File: src/verilog/synth_latch_params.svh
// Offsets, field positions, reset values and counts of the latch bank
`ifndef SYNTH_LATCH_PARAMS_SVH
`define SYNTH_LATCH_PARAMS_SVH

`define WORD_W          24
`define FIELD_LSB       2
`define SEL_CTRL        2'h0
`define SEL_REF         2'h1
`define SEL_DIV         2'h2
`define SEL_TEST        2'h3
`define PD_SYNC_BIT     21
`define PD_REQ_BIT      20
`define CTRL_GAIN_BIT   10
`define DIV_GAIN_BIT    21
`define CTRL_RST        22'h000000
`define DIV_RST         22'h000000
`define REF_RST         22'h000000
`define SYNC_PD_EDGES   2

`endif

File: src/verilog/synth_latch_pkg.sv
// Types shared by the latch bank
package synth_latch_pkg;

   // Configuration word, bits 23..2
   typedef struct packed {
      logic [1:0] prescaler_sel;
      logic       powerdown_sync_sel;
      logic       powerdown_request;
      logic [2:0] pump_current_b;
      logic [2:0] pump_current_a;
      logic [1:0] out_power;
      logic       mute_until_locked;
      logic       pump_gain_select;
      logic       pump_tristate;
      logic       detector_polarity;
      logic [2:0] output_mux_sel;
      logic       counter_clear;
      logic [1:0] core_current;
   } ctrl_cfg_t;

   // Feedback divider word, bits 23..2
   typedef struct packed {
      logic        halved_feedback_choice;
      logic        half_rate_output;
      logic        pump_gain_select;
      logic [12:0] main_count;
      logic        spare_bit;
      logic [4:0]  swallow_count;
   } div_cfg_t;

   // Reference divider word, bits 23..2
   typedef struct packed {
      logic [1:0]  spare_bits;
      logic [1:0]  band_clock_div;
      logic        factory_test_bit;
      logic        lock_precision_sel;
      logic [1:0]  pulse_width;
      logic [13:0] ref_divide;
   } ref_cfg_t;

   // Power state
   typedef enum logic [3:0] {
      PD_INIT = 4'b0001,
      PD_RUN  = 4'b0010,
      PD_WAIT = 4'b0100,
      PD_SOFT = 4'b1000
   } pd_state_t;

   // Effects driven to the analog and counter sections
   typedef struct packed {
      logic powered_down;
      logic counters_hold;
      logic lock_det_clr;
      logic pump_hiz;
      logic rf_off;
      logic refbuf_off;
   } pd_out_t;

endpackage : synth_latch_pkg

File: src/verilog/pin_sync.sv
// Two-flop synchroniser for a group of pin inputs
module pin_sync #(
   parameter int WIDTH = 4
) (
   // Clock, reset, enable
   input  wire logic             clk,
   input  wire logic             srst,
   input  wire logic             en,
   // Pins and synchronised copies
   input  wire logic [WIDTH-1:0] pin_in,
   output logic      [WIDTH-1:0] pin_sync_out
);

   generate
      if (WIDTH < 1)
      begin : g_chk
         $error("pin_sync: WIDTH must be at least 1");
      end
   endgenerate

   ////////////////////////////////////////////////////////////////////////
   // One pair of flops per pin; first stage feeds only the second
   genvar i;
   generate
      for (i = 0; i < WIDTH; i++)
      begin : g_bit
         logic meta_q;
         logic sync_q;
         always_ff @(posedge clk)
         begin
            if (srst)
            begin
               meta_q <= 1'b0;
               sync_q <= 1'b0;
            end
            else if (en)
            begin
               meta_q <= pin_in[i];
               sync_q <= meta_q;
            end
         end
         assign pin_sync_out[i] = sync_q;
      end
   endgenerate

endmodule : pin_sync

File: src/verilog/synth_serial_latch_bank.sv
// Serially loaded configuration latches with power-down control
// Functional notes
// - 24-bit word shifted MSB first on shift clock rise, latched on strobe rise
// - Two LSBs of the word select the destination latch
// - Code 00 loads control latch; prescaler select in bits 23..22
// - Control bits 21 and 20 are the two power-down bits
// - Control bits 16..14 pump current A, bits 19..17 pump current B
// - Code 01 loads reference latch with divide, width, precision, band clock
// - Code 10 loads divider latch: swallow, main count, gain, halving bits
// - Pump gain follows whichever latch carrying it was written last
// - Control bit 4 holds reference and feedback counters in reset
// - First control write after power-up with request bit 20 clear leaves power-down
// - Power-down bits 0,1 (request set, sync clear) power down at once
// - Both power-down bits set: down on second reference output rise
// - Chip enable low disables the device regardless of power-down bits
// - Power-down holds counters at load state and clears lock detect
// - Power-down tristates pump, turns off output and reference buffer
// - Serial register keeps shifting and latching during power-down
// - Resume without divider change keeps band, no reselection
`include "synth_latch_params.svh"
module synth_serial_latch_bank #(
   parameter int SYNC_EDGES = `SYNC_PD_EDGES
) (
   // Clock, reset, enable
   input  wire logic                     clk,
   input  wire logic                     srst,
   input  wire logic                     en,
   // Serial pins
   input  wire logic                     ser_clk,
   input  wire logic                     ser_data,
   input  wire logic                     load_strobe,
   input  wire logic                     chip_en,
   // Reference divider output, same clock domain
   input  wire logic                     ref_div_out,
   // Latched configuration
   output synth_latch_pkg::ctrl_cfg_t    ctrl_cfg,
   output synth_latch_pkg::div_cfg_t     div_cfg,
   output synth_latch_pkg::ref_cfg_t     ref_cfg,
   output logic                          pump_gain,
   // Power and band status
   output synth_latch_pkg::pd_out_t      pd_out,
   output logic                          band_select,
   output logic                          band_stale
);

   generate
      if (SYNC_EDGES < 1 || SYNC_EDGES > 3)
      begin : g_chk
         $error("synth_serial_latch_bank: SYNC_EDGES out of range");
      end
   endgenerate

   ////////////////////////////////////////////////////////////////////////
   // Pin synchronisers
   logic [3:0] pins_s;
   logic       sclk_s;
   logic       data_s;
   logic       le_s;
   logic       ce_s;

   pin_sync #(
      .WIDTH (4)
   ) u_sync (
      .clk          (clk),
      .srst         (srst),
      .en           (en),
      .pin_in       ({chip_en, load_strobe, ser_data, ser_clk}),
      .pin_sync_out (pins_s)
   );

   assign sclk_s = pins_s[0];
   assign data_s = pins_s[1];
   assign le_s   = pins_s[2];
   assign ce_s   = pins_s[3];

   ////////////////////////////////////////////////////////////////////////
   // State
   logic [`WORD_W-1:0]          sr_q,        sr_d;
   logic                        sclk_p_q,    sclk_p_d;
   logic                        le_p_q,      le_p_d;
   logic                        ref_p_q,     ref_p_d;
   synth_latch_pkg::ctrl_cfg_t  ctrl_q,      ctrl_d;
   synth_latch_pkg::div_cfg_t   div_q,       div_d;
   synth_latch_pkg::ref_cfg_t   ref_q,       ref_d;
   logic                        gain_q,      gain_d;
   synth_latch_pkg::pd_state_t  st_q,        st_d;
   logic [1:0]                  edge_cnt_q,  edge_cnt_d;
   synth_latch_pkg::pd_out_t    pdo_q,       pdo_d;
   logic                        band_sel_q,  band_sel_d;
   logic                        stale_q,     stale_d;

   logic                        sclk_rise;
   logic                        le_rise;
   logic                        ref_rise;
   logic [1:0]                  sel;
   logic                        down_now;

   assign sclk_rise = sclk_s & ~sclk_p_q;
   assign le_rise   = le_s & ~le_p_q;
   assign ref_rise  = ref_div_out & ~ref_p_q;
   assign sel       = sr_q[1:0];
   assign down_now  = pdo_q.powered_down;

   ////////////////////////////////////////////////////////////////////////
   // Next-state logic
   always_comb
   begin
      sr_d       = sr_q;
      sclk_p_d   = sclk_s;
      le_p_d     = le_s;
      ref_p_d    = ref_div_out;
      ctrl_d     = ctrl_q;
      div_d      = div_q;
      ref_d      = ref_q;
      gain_d     = gain_q;
      st_d       = st_q;
      edge_cnt_d = edge_cnt_q;
      band_sel_d = 1'b0;
      stale_d    = stale_q;

      // Shift register runs in every power state
      if (sclk_rise)
         sr_d = {sr_q[`WORD_W-2:0], data_s};

      // Sync power-down: count reference output rises
      if (st_q == synth_latch_pkg::PD_WAIT && ref_rise)
      begin
         if (edge_cnt_q == 2'(SYNC_EDGES - 1))
            st_d = synth_latch_pkg::PD_SOFT;
         else
            edge_cnt_d = edge_cnt_q + 2'h1;
      end

      // Transfer on strobe rise
      if (le_rise)
      begin
         case (sel)
            `SEL_CTRL:
            begin
               ctrl_d = sr_q[`WORD_W-1:`FIELD_LSB];
               gain_d = sr_q[`CTRL_GAIN_BIT];
               edge_cnt_d = 2'h0;
               if (!sr_q[`PD_REQ_BIT])
                  st_d = synth_latch_pkg::PD_RUN;
               else if (!sr_q[`PD_SYNC_BIT])
                  st_d = synth_latch_pkg::PD_SOFT;
               else if (st_q == synth_latch_pkg::PD_RUN)
                  st_d = synth_latch_pkg::PD_WAIT;
               else if (st_q != synth_latch_pkg::PD_WAIT)
                  st_d = synth_latch_pkg::PD_SOFT;
            end
            `SEL_REF:
               ref_d = sr_q[`WORD_W-1:`FIELD_LSB];
            `SEL_DIV:
            begin
               div_d  = sr_q[`WORD_W-1:`FIELD_LSB];
               gain_d = sr_q[`DIV_GAIN_BIT];
               // Band reselect only while running; else band is stale
               if (down_now)
                  stale_d = 1'b1;
               else
               begin
                  band_sel_d = 1'b1;
                  stale_d    = 1'b0;
               end
            end
            default:
               ;
         endcase
      end

      // Power-down effects follow the next state and chip enable
      pdo_d.powered_down = ~ce_s
                         | st_d == synth_latch_pkg::PD_INIT
                         | st_d == synth_latch_pkg::PD_SOFT;
      pdo_d.counters_hold = pdo_d.powered_down
                          | ctrl_d.counter_clear;
      pdo_d.lock_det_clr  = pdo_d.powered_down;
      pdo_d.pump_hiz      = pdo_d.powered_down
                          | ctrl_d.pump_tristate;
      pdo_d.rf_off        = pdo_d.powered_down;
      pdo_d.refbuf_off    = pdo_d.powered_down;
   end

   ////////////////////////////////////////////////////////////////////////
   // Registers
   always_ff @(posedge clk)
   begin
      if (srst)
      begin
         sr_q       <= '0;
         sclk_p_q   <= 1'b0;
         le_p_q     <= 1'b0;
         ref_p_q    <= 1'b0;
         ctrl_q     <= `CTRL_RST;
         div_q      <= `DIV_RST;
         ref_q      <= `REF_RST;
         gain_q     <= 1'b0;
         st_q       <= synth_latch_pkg::PD_INIT;
         edge_cnt_q <= 2'h0;
         pdo_q      <= '1;
         band_sel_q <= 1'b0;
         stale_q    <= 1'b0;
      end
      else if (en)
      begin
         sr_q       <= sr_d;
         sclk_p_q   <= sclk_p_d;
         le_p_q     <= le_p_d;
         ref_p_q    <= ref_p_d;
         ctrl_q     <= ctrl_d;
         div_q      <= div_d;
         ref_q      <= ref_d;
         gain_q     <= gain_d;
         st_q       <= st_d;
         edge_cnt_q <= edge_cnt_d;
         pdo_q      <= pdo_d;
         band_sel_q <= band_sel_d;
         stale_q    <= stale_d;
      end
   end

   assign ctrl_cfg    = ctrl_q;
   assign div_cfg     = div_q;
   assign ref_cfg     = ref_q;
   assign pump_gain   = gain_q;
   assign pd_out      = pdo_q;
   assign band_select = band_sel_q;
   assign band_stale  = stale_q;
endmodule : synth_serial_latch_bank

File: config.mk
export PLATFORM = sky130hd
export DESIGN_NAME = synth_serial_latch_bank
export DESIGN_NICKNAME = d
export VERILOG_FILES = /design/src/verilog/synth_latch_pkg.sv /design/src/verilog/pin_sync.sv /design/src/verilog/synth_serial_latch_bank.sv
export VERILOG_INCLUDE_DIRS = /design/src /design/src/verilog
export SDC_FILE = /design/constraint.sdc
export NUM_CORES = 1
export LEC_CHECK = 0
export BUFFER_PORTS_ARGS = -buffer_cell sky130_fd_sc_hd__buf_2
export CORE_MARGIN = 4
export CORE_UTILIZATION = 30
export DETAILED_ROUTE_END_ITERATION = 10
export GPL_TIMING_DRIVEN = 0
export PLACE_DENSITY_LB_ADDON = 0.08
export SETUP_SLACK_MARGIN = 0.4
export SLEW_MARGIN = 20
export SYNTH_ARGS = -nofsm -noshare
export SYNTH_HDL_FRONTEND = slang
export SYNTH_SLANG_ARGS = --single-unit
File: constraint.sdc
create_clock -name clk -period 2.1 [get_ports clk]
set_clock_uncertainty 0.2 [all_clocks]
set_input_delay 0.21 -clock clk [delete_from_list [all_inputs] [get_ports clk]]
set_output_delay 0.21 -clock clk [all_outputs]
set_load 0.01 [all_outputs]
==> results of run 1 <==
-- power by group through the flow --
| stage | clock network (mW) | registers, mW | logic, mW |
|---|---|---|---|
| floorplan | 0 | 2.21 | 0.0770 |
| global placement | 0 | 2.21 | 0.121 |
| detailed placement | 0 | 2.21 | 0.123 |
| CTS | 2.88 | 2.17 | 0.141 |
| global route | 2.98 | 2.16 | 0.180 |
| finish | 2.83 | 2.16 | 0.165 |
-- metal layers --
layer | vias to the layer above | GRT usage [%]
met2 | 91 | 25.80
li1 | 1997 | -
met3 | 13 | 4.234
met5 | - | 0
met1 | 1891 | 21.35
met4 | 0 | 5.552
-- Yosys cell counts --
cell	n
nor4b_2	1
a22o_1	1
nor3b_1	3
or4b_1	2
o32a_1	1
mux2i_1	10
nor3_1	7
a211oi_2	1
buf_4	4
a21oi_1	102
nand2b_1	1
nor4b_1	2
a21o_1	1
buf_2	4
nand4_1	1
nor2_1	15
or2_2	1
buf_6	1
inv_1	3
and2_1	1
nand4bb_1	1
a311oi_2	1
o21ai_0	3
clkbuf_1	34
dfxtp_1	113
nand3_1	4
o32ai_1	1
nand2_1	198
nor4_1	1
a2bb2oi_1	1
a31oi_1	2
and3b_1	1
nor2_2	1
a211oi_1	1
-- repair_timing --
| action | CTS | global route |
|---|---|---|
| endpoints found under the hold margin | 6 | 1 |
| endpoints found under the setup margin | 97 | 100 |
| pin swaps | 11 | 55 |
| setup buffers | 5 | 14 |
| gates cloned | 1 | 3 |
| hold buffers | 6 | 1 |
| gates resized for setup | 40 | 160 |
-- path summary, 6_finish.rpt --
kind	end	slack (ns)
setup / recovery	pd_out[2]$_SDFFE_PP1P_	0.11
hold / removal	pd_out[0]$_SDFFE_PP1P_	0.05
setup reg to reg	pd_out[2]$_SDFFE_PP1P_	0.11
hold reg to reg	sr_q[0]$_SDFFE_PP0P_	0.25
-- flip-flops by register name, indices dropped and copies added (netlist names), 3 cells and up --
| register | count |
|---|---|
| pd_out | 3 |
| u_sync.g_bit.sync_q | 4 |
| div_cfg | 22 |
| sr_q | 24 |
| u_sync.g_bit.meta_q | 4 |
| ctrl_cfg | 22 |
| st_q | 4 |
| ref_cfg | 22 |
-- cells by family after synthesis --
kind of cell	count (synthesis)	synth area share, %
AND/OR/NAND/NOR	240	23.69
AO/OA/AOI/OAI	115	14.80
flip-flops	113	54.29
buffers and inverters	46	4.805
multiplexers	10	2.402
-- critical path, stage by stage (launching register included) --
cell,delay (ns)
dfxtp_2,0.31
buf_6,0.12
or4b_4,0.49
buf_8,0.15
o32a_1,0.18
a211oi_2,0.29
a31oi_1,0.12
-- metrics by stage --
stage / power, mW / hold slack, ns / std cells / utilization, %
floorplan: 2.285 / 0.1572 / 524 / -
global placement: 2.331 / 0.2422 / 781 / 35.93
detailed placement: 2.332 / 0.2439 / 781 / 35.93
CTS: 5.184 / 0.02838 / 825 / 42.11
global route: 5.321 / 0.1169 / 843 / 47.01
finish: 5.158 / 0.05482 / 843 / 47.01
-- cell type report --
cell class,instances,area share (%)
Sequential cell,113,36.13
Inverter,3,0.1787
Clock inverter,6,1.668
Multi-Input combinational cell,365,34.00
Timing Repair Buffer,111,12.00
Tap cell,176,3.496
Buffer,43,5.084
Clock buffer,26,7.448
-- cell usage in the layout (no fill, tap or decap), types with 5 or more instances in the layout --
master and n:
clkbuf_16 20, a21oi_2 33, buf_6 10, mux2i_1 10, nor2_1 14, clkbuf_1 24
buf_8 7, a21oi_1 69, nand2_4 27, nand2_2 5, buf_2 84, nand2_1 166
nor3_1 6, buf_4 18, dlygate4sd3_1 7, dfxtp_1 108
==> tab_implementation.tex, run 1 <==
\begin{tabular}{lr}
\hline
Metric & Value \\
\hline
\multicolumn{2}{l}{\textbf{Drt}} \\
Via total after detailed routing & 3992 \\
ANT nets after route & 0 \\
Number of optimization iterations in the first detailed-route pass & 4 \\
Metal2 WL & 6415 µm \\
Number of vias per cell & 4.735 \\
DRC Markers & 0 \\
Mean routed wirelength per cell & 15.92 µm \\
Number of violations reported at the end of detailed-routing iteration 0 & 193 \\
Top sig layer & met4 \\
Final wirelength & 13420 µm \\
Wire length on met1 & 6233 µm \\
Total met3 wirelength after detailed routing & 649 µm \\
\multicolumn{2}{l}{\textbf{Logic synthesis}} \\
Top-area cell type share of the netlist area & 54.29\% \\
Library cell occupying the most area in the post-synthesis netlist & dfxtp\_1 \\
Synth Cell Area & 0.004166 mm² \\
Net count after synthesis & 532 \\
Flops \& latches, synth & 113 \\
Sequential share of the synthesized area & 54.29\% \\
Unique cell type count in the Yosys netlist & 34 \\
Area contributors post-synth & dfxtp\_1 (54\%), nand2\_1 (18\%), a21oi\_1 (12\%) \\
Cells after Synth & 524 \\
Mean Syn Cell Area & 7.951 µm² \\
Synthesis Warnings & 0 \\
\multicolumn{2}{l}{\textbf{Critical path}} \\
Launch instance of the worst register-to-register path & sr\_q[1]\$\_SDFFE\_PP0P\_ \\
Required time of the critical path & 2.18 ns \\
Startpoint class of the critical path & register \\
Max Fanout on Critical Path & 7 \\
Critical Path Sink Type & register \\
Endpoint arrival time on the critical path & 2.07 ns \\
Number of cells on the worst reg-to-reg path & 6 \\
First element of the critical path & sr\_q[1]\$\_SDFFE\_PP0P\_ \\
Category of the most critical setup path & register to register \\
\multicolumn{2}{l}{\textbf{Place}} \\
Worst setup timing slack at the placement stage & -0.2824 ns \\
PortBufs & 81 \\
Post-placement cell area & 0.004815 mm² \\
Routability congestion estimate & 0.7839 \\
Final HPWL DP & 8881 µm \\
\multicolumn{2}{l}{\textbf{Min path}} \\
Hold Path Depth & 3 \\
Beginning of the worst hold path & srst \\
Min-Delay Path Class & input pin to register \\
\multicolumn{2}{l}{\textbf{CTS}} \\
Level count of the clock H-tree & 4 \\
Num CTS Buffers & 17 \\
TritonCTS clock tree & yes \\
Clock buffer depth & 2 \\
Clock-pin slew reported for the worst setup and hold paths after clock tree synthesis & 0.05 ns \\
\# clock sinks & 113 \\
Later-pin clock latency in the skew report & 0.41 ns \\
Root Buffer & clkbuf\_16 \\
\multicolumn{2}{l}{\textbf{STA}} \\
Accumulated negative setup slack & 0 ns \\
Worst-case headroom to the max-slew limit & 40.65\% \\
Post-route minimum period & 1.992 ns \\
Ratio of final minimum period to clock period & 94.86\% \\
Post-layout worst setup margin & 0.1079 ns \\
Max Clk Rate & 502.0 MHz \\
Pin slew with the least headroom to its limit & 0.8903 ns \\
Setup-violating endpoint count in the final report & 0 \\
Number of hold violations in the final report & 0 \\
Final Slew Violations & 0 \\
RSZ-0062 raised after global routing & yes \\
\multicolumn{2}{l}{\textbf{Floorplan}} \\
Total Die Area & 0.01584 mm² \\
Number of top-level design ports & 83 \\
Die width & 125.9 µm \\
Initial core utilization & 31.09\% \\
Site row count & 42 \\
Area inside the core boundary & 0.01340 mm² \\
Vertical extent of the die & 125.9 µm \\
\multicolumn{2}{l}{\textbf{Power and ir drop}} \\
Portion of total power attributed to combinational logic & 3.2\% \\
Largest voltage drop on the vdd net & 0.5500 mV \\
Internal power of the cells & 4.103 mW \\
Sw Ratio & 20.46\% \\
Clock network power share & 54.8\% \\
Net switching power figure & 1.055 mW \\
Power density relative to cell area & 818.8 mW/mm² \\
Register share of total power & 42.0\% \\
Static leakage & 2.533 nW \\
\multicolumn{2}{l}{\textbf{Cells and area}} \\
Diodes inserted & 0 \\
Footprint of the multi-input gates & 0.002142 mm² \\
Nets & 662 \\
Layout Cell Area excl Fill & 0.006300 mm² \\
Sequential cell area & 0.002276 mm² \\
Syn-to-layout area delta & 51.20\% \\
Number of filler cells placed in the layout & 1350 \\
Ratio of cells with drive above 1 in the final layout & 36.28\% \\
\multicolumn{2}{l}{\textbf{GRT}} \\
Total global routing track utilization & 16.18\% \\
Remaining global-route overflow & 0 \\
First-pass GRT wire length & 20080 µm \\
Maximum number of pins on one net before global-route repair & 17 \\
Initial antenna violation count & 0 \\
Number of global-route vias before repair & 3659 \\
\multicolumn{2}{l}{\textbf{Run status}} \\
Status & finished, final reports clean \\
\multicolumn{2}{l}{\textbf{Run}} \\
Max-cap viol count & 0 \\
\hline
\end{tabular}
Note: power is estimated with default switching activity, not from simulation.
==> inputs of run 2 (changes only) <==
--- a/config.mk
+++ b/config.mk
@@ -8,7 +8,7 @@
 export LEC_CHECK = 0
 export BUFFER_PORTS_ARGS = -buffer_cell sky130_fd_sc_hd__buf_2
 export CORE_MARGIN = 4
-export CORE_UTILIZATION = 30
+export CORE_UTILIZATION = 54
 export DETAILED_ROUTE_END_ITERATION = 10
 export GPL_TIMING_DRIVEN = 0
 export PLACE_DENSITY_LB_ADDON = 0.08
==> run 2 against run 1 <==
The flow now finishes with violations (setup timing). Core utilization up 37 points. Worst setup slack lost 0.12 ns. Cell area shrank 2.1%. Largest cell class unchanged. Clock power rose by 3%. Via count is 10% higher. Worst hold slack lost 0.048 ns. Critical path depth up 2. Sequential share of layout area up 0.77 points. First-iteration DRC count up 100%. Global-route usage increased by 14 points. Count of clock-buffer cells in the layout down 8. Sequential cell count is the same.
==> tab_implementation.tex, run 2 (synthesis results as in run 1) <==
\begin{tabular}{lr}
\hline
Metric & Value \\
\hline
\multicolumn{2}{l}{\textbf{Floorplan}} \\
Initial core utilization & 56.54\% \\
Site row count & 31 \\
Total Die Area & 0.009185 mm² \\
Number of top-level design ports & 83 \\
Area inside the core boundary & 0.007370 mm² \\
Die width & 95.84 µm \\
Vertical extent of the die & 95.84 µm \\
\multicolumn{2}{l}{\textbf{Run}} \\
Max-cap viol count & 0 \\
\multicolumn{2}{l}{\textbf{Cells and area}} \\
Leading cell type in the layout, fill and taps excluded & nand2\_1 \\
Flip-flop count of the largest register, all copies and words added & 24 \\
Number of standard cells in the final layout excluding fillers & 773 \\
Number of filler cells placed in the layout & 421 \\
Diodes inserted & 0 \\
Register ranked first by flip-flop count & sr\_q \\
Most used cells in the layout excluding fill and tap cells & nand2\_1 (167), dfxtp\_1 (107), buf\_2 (82), a21oi\_1 (73), a21oi\_2 (29) \\
Sequential cell area & 0.002275 mm² \\
Syn-to-layout area delta & 47.96\% \\
Layout Cell Area excl Fill & 0.006165 mm² \\
Ratio of cells with drive above 1 in the final layout & 36.94\% \\
Nets & 669 \\
Footprint of the multi-input gates & 0.002057 mm² \\
\multicolumn{2}{l}{\textbf{Place}} \\
Number of cells after detailed placement & 704 \\
Routability congestion estimate & 0.9465 \\
Worst setup timing slack at the placement stage & -0.1622 ns \\
Post-placement cell area & 0.004718 mm² \\
Final HPWL DP & 7675 µm \\
PortBufs & 81 \\
\multicolumn{2}{l}{\textbf{Critical path}} \\
Max Fanout on Critical Path & 5 \\
Category of the most critical setup path & register to register \\
Cell type with the highest occurrence count on the critical path & buf\_6 \\
Ordered list of cells on the worst path & buf\_6, or4b\_4, buf\_6, buf\_4, nor2\_4, clkbuf\_4, nand2\_1, a21oi\_1 \\
Master of the slowest instance on the critical path & or4b\_4 \\
Required time of the critical path & 2.33 ns \\
Endpoint arrival time on the critical path & 2.35 ns \\
Slowest cell delay on critical path & 0.49 ns \\
Critical Path Sink Type & register \\
Startpoint class of the critical path & register \\
\multicolumn{2}{l}{\textbf{Power and ir drop}} \\
Sw Ratio & 22.56\% \\
Clock network power share & 55.7\% \\
Portion of total power attributed to combinational logic & 3.2\% \\
Internal power of the cells & 4.067 mW \\
Largest voltage drop on the vdd net & 0.5975 mV \\
Static leakage & 2.415 nW \\
Register share of total power & 41.2\% \\
Power density relative to cell area & 852.0 mW/mm² \\
Net switching power figure & 1.185 mW \\
\multicolumn{2}{l}{\textbf{GRT}} \\
First-pass GRT wire length & 20580 µm \\
Remaining global-route overflow & 0 \\
Initial antenna violation count & 0 \\
Number of global-route vias before repair & 4083 \\
Total global routing track utilization & 29.88\% \\
Maximum number of pins on one net before global-route repair & 17 \\
\multicolumn{2}{l}{\textbf{STA}} \\
Final Slew Violations & 0 \\
Accumulated negative setup slack & -0.07221 ns \\
Worst-case headroom to the max-slew limit & 47.13\% \\
RSZ-0062 raised after global routing & yes \\
Post-layout worst setup margin & -0.01650 ns \\
Ratio of final minimum period to clock period & 100.8\% \\
Pin slew with the least headroom to its limit & 0.7930 ns \\
Setup-violating endpoint count in the final report & 8 \\
Post-route minimum period & 2.117 ns \\
Number of hold violations in the final report & 0 \\
Max Clk Rate & 472.5 MHz \\
\multicolumn{2}{l}{\textbf{CTS}} \\
Level count of the clock H-tree & 4 \\
Later-pin clock latency in the skew report & 0.52 ns \\
Clock-pin slew reported for the worst setup and hold paths after clock tree synthesis & 0.06 ns \\
\# clock sinks & 113 \\
Clock buffer depth & 2 \\
Root Buffer & clkbuf\_8 \\
TritonCTS clock tree & yes \\
Num CTS Buffers & 17 \\
\multicolumn{2}{l}{\textbf{Drt}} \\
Via total after detailed routing & 4410 \\
Number of vias per cell & 5.705 \\
Final wirelength & 13910 µm \\
Number of optimization iterations in the first detailed-route pass & 6 \\
Mean routed wirelength per cell & 17.99 µm \\
DRC Markers & 0 \\
Number of violations reported at the end of detailed-routing iteration 0 & 392 \\
ANT nets after route & 0 \\
\multicolumn{2}{l}{\textbf{Min path}} \\
Min-Delay Path Class & input pin to register \\
\multicolumn{2}{l}{\textbf{Run status}} \\
Status & complete, but fails checks \\
Violated checks & setup timing \\
\hline
\end{tabular}
==> run 2: changes by cell type in the layout (fill, tap and decap cells not counted), moves of 3 or more <==
cell and change:
clkbuf_16 -3, clkbuf_1 -8, a21oi_1 +4, nand2_4 -9
buf_4 +7, clkinv_4 +3, a21oi_2 -4, nand2_2 +8
clkbuf_2 +4, clkinvlp_4 +4
==> run 2: critical path, delay by kind of cell (launching register included) <==
kind	cells	cell delay, ns
AOI/OAI and AO/OA	1	0.15
and+or+nand+nor	3	0.74
DFF	1	0.32
buffers and inverters	4	0.64
==> run 2: final cells by class <==
class	instances	area share [%]
Inverter	3	0.1827
Sequential cell	113	36.90
Timing Repair Buffer	118	12.91
Clock inverter	14	2.923
Multi-Input combinational cell	365	33.37
Clock buffer	18	6.941
Buffer	43	4.770
Tap cell	99	2.009
==> run 2: power by group through the flow <==
stage	clock network, mW	logic [mW]	registers, mW
6_report	2.92	0.166	2.16
5_1_grt	3.03	0.176	2.16
4_1_cts	2.91	0.143	2.16
3_5_place_dp	0	0.116	2.21
3_3_place_gp	0	0.113	2.21
2_1_floorplan	0	0.0770	2.21
==> run 2: routing by layer <==
metal | up-vias | GRT usage (%) | wire, µm
li1 | 2005 | - | -
met1 | 2088 | 36.34 | 5351
met2 | 267 | 48.93 | 6873
met3 | 50 | 7.819 | 1210
met4 | 0 | 14.81 | 471
met5 | - | 0 | 0
==> run 2: through the flow <==
| stage | power, mW | util [%] | hold WS [ns] |
|---|---|---|---|
| floorplan | 2.285 | - | 0.1572 |
| global placement | 2.322 | 64.02 | 0.2398 |
| detailed placement | 2.325 | 64.02 | 0.2437 |
| CTS | 5.213 | 79.49 | 0.01392 |
| global route | 5.369 | 83.65 | 0.02943 |
| finish | 5.252 | 83.65 | 0.007127 |
==> run 2: what timing repair did <==
item	in CTS	in global routing
pin swaps	29	23
setup endpoints to repair	86	97
hold buffers	8	0
hold endpoints to repair	8	0
setup buffers	18	7
gates resized for setup	81	81
gates cloned	4	0
==> run 2: path summary, 6_finish.rpt <==
kind	slack [ns]	cells after the start	endpoint	start
setup / recovery	-0.02	8	ctrl_cfg[5]$_SDFFE_PP0P_	sr_q[1]$_SDFFE_PP0P_
hold / removal	0.007	5	sr_q[23]$_SDFFE_PP0P_	en
setup reg to reg	-0.02	8	ctrl_cfg[5]$_SDFFE_PP0P_	sr_q[1]$_SDFFE_PP0P_
hold reg to reg	0.25	2	div_cfg[16]$_SDFFE_PP0P_	div_cfg[16]$_SDFFE_PP0P_
==> inputs of run 3 (changes only) <==
--- a/config.mk
+++ b/config.mk
@@ -12,6 +12,7 @@
 export DETAILED_ROUTE_END_ITERATION = 10
 export GPL_TIMING_DRIVEN = 0
 export PLACE_DENSITY_LB_ADDON = 0.08
+export REMOVE_ABC_BUFFERS = 1
 export SETUP_SLACK_MARGIN = 0.4
 export SLEW_MARGIN = 20
 export SYNTH_ARGS = -nofsm -noshare
==> run 3 against run 2 <==
The flow now finishes without violations. Sequential share of layout area increased by 3.6 points. Via count is 12% lower. Clock power is 2% lower. Cell count shrank 5.8%. Critical endpoint is now pd_out[4]$_SDFFE_PP1P_.
==> tab_implementation.tex, run 3 (synthesis results as in run 1) <==
\begin{tabular}{lr}
\hline
Metric & Value \\
\hline
\multicolumn{2}{l}{\textbf{STA}} \\
RSZ-0062 raised after global routing & yes \\
Number of hold violations in the final report & 0 \\
Max Clk Rate & 516.9 MHz \\
Final Slew Violations & 0 \\
Ratio of final minimum period to clock period & 92.12\% \\
Accumulated negative setup slack & 0 ns \\
Setup-violating endpoint count in the final report & 0 \\
Worst hold slack & 0.06264 ns \\
Pin slew with the least headroom to its limit & 0.5656 ns \\
Worst-case headroom to the max-slew limit & 62.30\% \\
Post-route minimum period & 1.935 ns \\
\multicolumn{2}{l}{\textbf{Cells and area}} \\
Footprint of the multi-input gates & 0.001886 mm² \\
Number of filler cells placed in the layout & 549 \\
Most used cells in the layout excluding fill and tap cells & nand2\_1 (196), dfxtp\_1 (106), a21oi\_1 (100), buf\_2 (82), clkbuf\_16 (16) \\
Diodes inserted & 0 \\
Layout Cell Area excl Fill & 0.005625 mm² \\
Register ranked first by flip-flop count & sr\_q \\
Sequential cell area & 0.002276 mm² \\
Leading cell type in the layout, fill and taps excluded & nand2\_1 \\
Flip-flop count of the largest register, all copies and words added & 24 \\
Post-layout utilization of the core & 76.33\% \\
Syn-to-layout area delta & 35.02\% \\
Ratio of cells with drive above 1 in the final layout & 26.87\% \\
Nets & 624 \\
\multicolumn{2}{l}{\textbf{Run status}} \\
Status & finished, final reports clean \\
\multicolumn{2}{l}{\textbf{Min path}} \\
Min-Delay Endpoint & u\_sync.g\_bit[0].sync\_q\$\_SDFFE\_PP0P\_ \\
Min-Delay Path Class & input pin to register \\
Beginning of the worst hold path & en \\
Hold Path Depth & 3 \\
\multicolumn{2}{l}{\textbf{Drt}} \\
Mean routed wirelength per cell & 15.43 µm \\
Number of optimization iterations in the first detailed-route pass & 5 \\
DRC Markers & 0 \\
ANT nets after route & 0 \\
Final wirelength & 11230 µm \\
Via total after detailed routing & 3891 \\
Number of vias per cell & 5.345 \\
Number of violations reported at the end of detailed-routing iteration 0 & 276 \\
\multicolumn{2}{l}{\textbf{Power and ir drop}} \\
Static leakage & 2.142 nW \\
Largest voltage drop on the vdd net & 0.7828 mV \\
Power density relative to cell area & 917.5 mW/mm² \\
\multicolumn{2}{l}{\textbf{GRT}} \\
Initial antenna violation count & 0 \\
Maximum number of pins on one net before global-route repair & 61 \\
Remaining global-route overflow & 0 \\
First-pass GRT wire length & 17600 µm \\
Number of global-route vias before repair & 3555 \\
Total global routing track utilization & 25.62\% \\
\multicolumn{2}{l}{\textbf{Floorplan}} \\
Number of top-level design ports & 83 \\
Initial core utilization & 56.54\% \\
Site row count & 31 \\
Die width & 95.84 µm \\
Vertical extent of the die & 95.84 µm \\
Total Die Area & 0.009185 mm² \\
Area inside the core boundary & 0.007370 mm² \\
\multicolumn{2}{l}{\textbf{Critical path}} \\
Max Fanout on Critical Path & 6 \\
Startpoint class of the critical path & register \\
Worst R2R End & pd\_out[4]\$\_SDFFE\_PP1P\_ \\
Required time of the critical path & 2.34 ns \\
Number of cells on the worst reg-to-reg path & 5 \\
Critical Path Sink Type & register \\
Reg2Reg Setup Slack & 0.17 ns \\
Category of the most critical setup path & register to register \\
Endpoint arrival time on the critical path & 2.17 ns \\
Launch instance of the worst register-to-register path & le\_p\_q\$\_SDFFE\_PP0P\_ \\
\multicolumn{2}{l}{\textbf{CTS}} \\
Num CTS Buffers & 17 \\
Clock-pin slew reported for the worst setup and hold paths after clock tree synthesis & 0.06 ns \\
Level count of the clock H-tree & 4 \\
\# clock sinks & 113 \\
TritonCTS clock tree & yes \\
Root Buffer & clkbuf\_8 \\
Later-pin clock latency in the skew report & 0.52 ns \\
Clock buffer depth & 2 \\
\multicolumn{2}{l}{\textbf{Place}} \\
Final HPWL DP & 6028 µm \\
Post-placement cell area & 0.004582 mm² \\
Routability congestion estimate & 0.8144 \\
PortBufs & 82 \\
\multicolumn{2}{l}{\textbf{Run}} \\
Max-cap viol count & 0 \\
\hline
\end{tabular}
==> run 3: cell count changes in the layout (fill, tap and decap cells not counted), moves of 12 or more <==
cell	change
a21oi_1	+27
nand2_2	-13
clkbuf_1	-15
nand2_4	-18
nand2_1	+29
a21oi_2	-28
buf_4	-12
==> run 3: worst max path at each step <==
stage | start | endpoint | depth (start not counted)
5_1_grt | le_p_q$_SDFFE_PP0P_ | pd_out[4]$_SDFFE_PP1P_ | 5
6_report | le_p_q$_SDFFE_PP0P_ | pd_out[4]$_SDFFE_PP1P_ | 5
3_3_place_gp | en | ref_cfg[9]$_SDFFE_PP0P_ | 5
4_1_cts | le_p_q$_SDFFE_PP0P_ | pd_out[4]$_SDFFE_PP1P_ | 4
2_1_floorplan | u_sync.g_bit[2].sync_q$_SDFFE_PP0P_ | ref_cfg[0]$_SDFFE_PP0P_ | 4
3_5_place_dp | sr_q[1]$_SDFFE_PP0P_ | ctrl_cfg[2]$_SDFFE_PP0P_ | 4
==> run 3: stage by stage <==
step / worst slack, ns / power (mW) / std cells
floorplan: -0.5931 / 2.245 / 481
global placement: -2.585 / 2.302 / 662
detailed placement: -0.5281 / 2.311 / 667
CTS: 0.2227 / 5.168 / 726
global route: 0.09711 / 5.310 / 728
finish: 0.1654 / 5.161 / 728
==> run 3: routing by layer <==
metal,part of all wire [%],vias to the layer above,track usage (%)
met3,6.8,32,6.568
met4,2.7,0,11.73
met5,0,-,0
li1,-,1910,-
met2,48,135,41.05
met1,42,1814,32.41
==> run 3: critical path: stages, from the launching register on <==
cell	delay, ns
dfxtp_4	0.35
or4b_4	0.60
a311oi_2	0.24
a22o_1	0.24
a211oi_4	0.09
a31oi_1	0.13
==> run 3: layout make-up <==
class / count / share of cell area, %
clock inverter: 13 / 2.847
sequential: 113 / 40.46
timing repair buffer: 113 / 13.10
tap: 99 / 2.202
inverter: 3 / 0.2002
clock buffer: 19 / 7.673
multi-input combinational: 368 / 33.52
==> run 3: power breakdown <==
part / internal (mW) / switching, mW / total, mW
logic: 0.0531 / 0.0870 / 0.140
clock network: 1.84 / 1.02 / 2.86
registers: 2.15 / 0.0104 / 2.16
total: 4.04 / 1.12 / 5.16
==> run 3: repair_timing <==
item | in CTS | in global routing
endpoints found under the hold margin | 51 | 0
buffers inserted | 18 | 2
pin swaps | 17 | 3
resized for setup | 40 | 8
cloned | 3 | 0
endpoints found under the setup margin | 77 | 78
hold buffers | 6 | 0
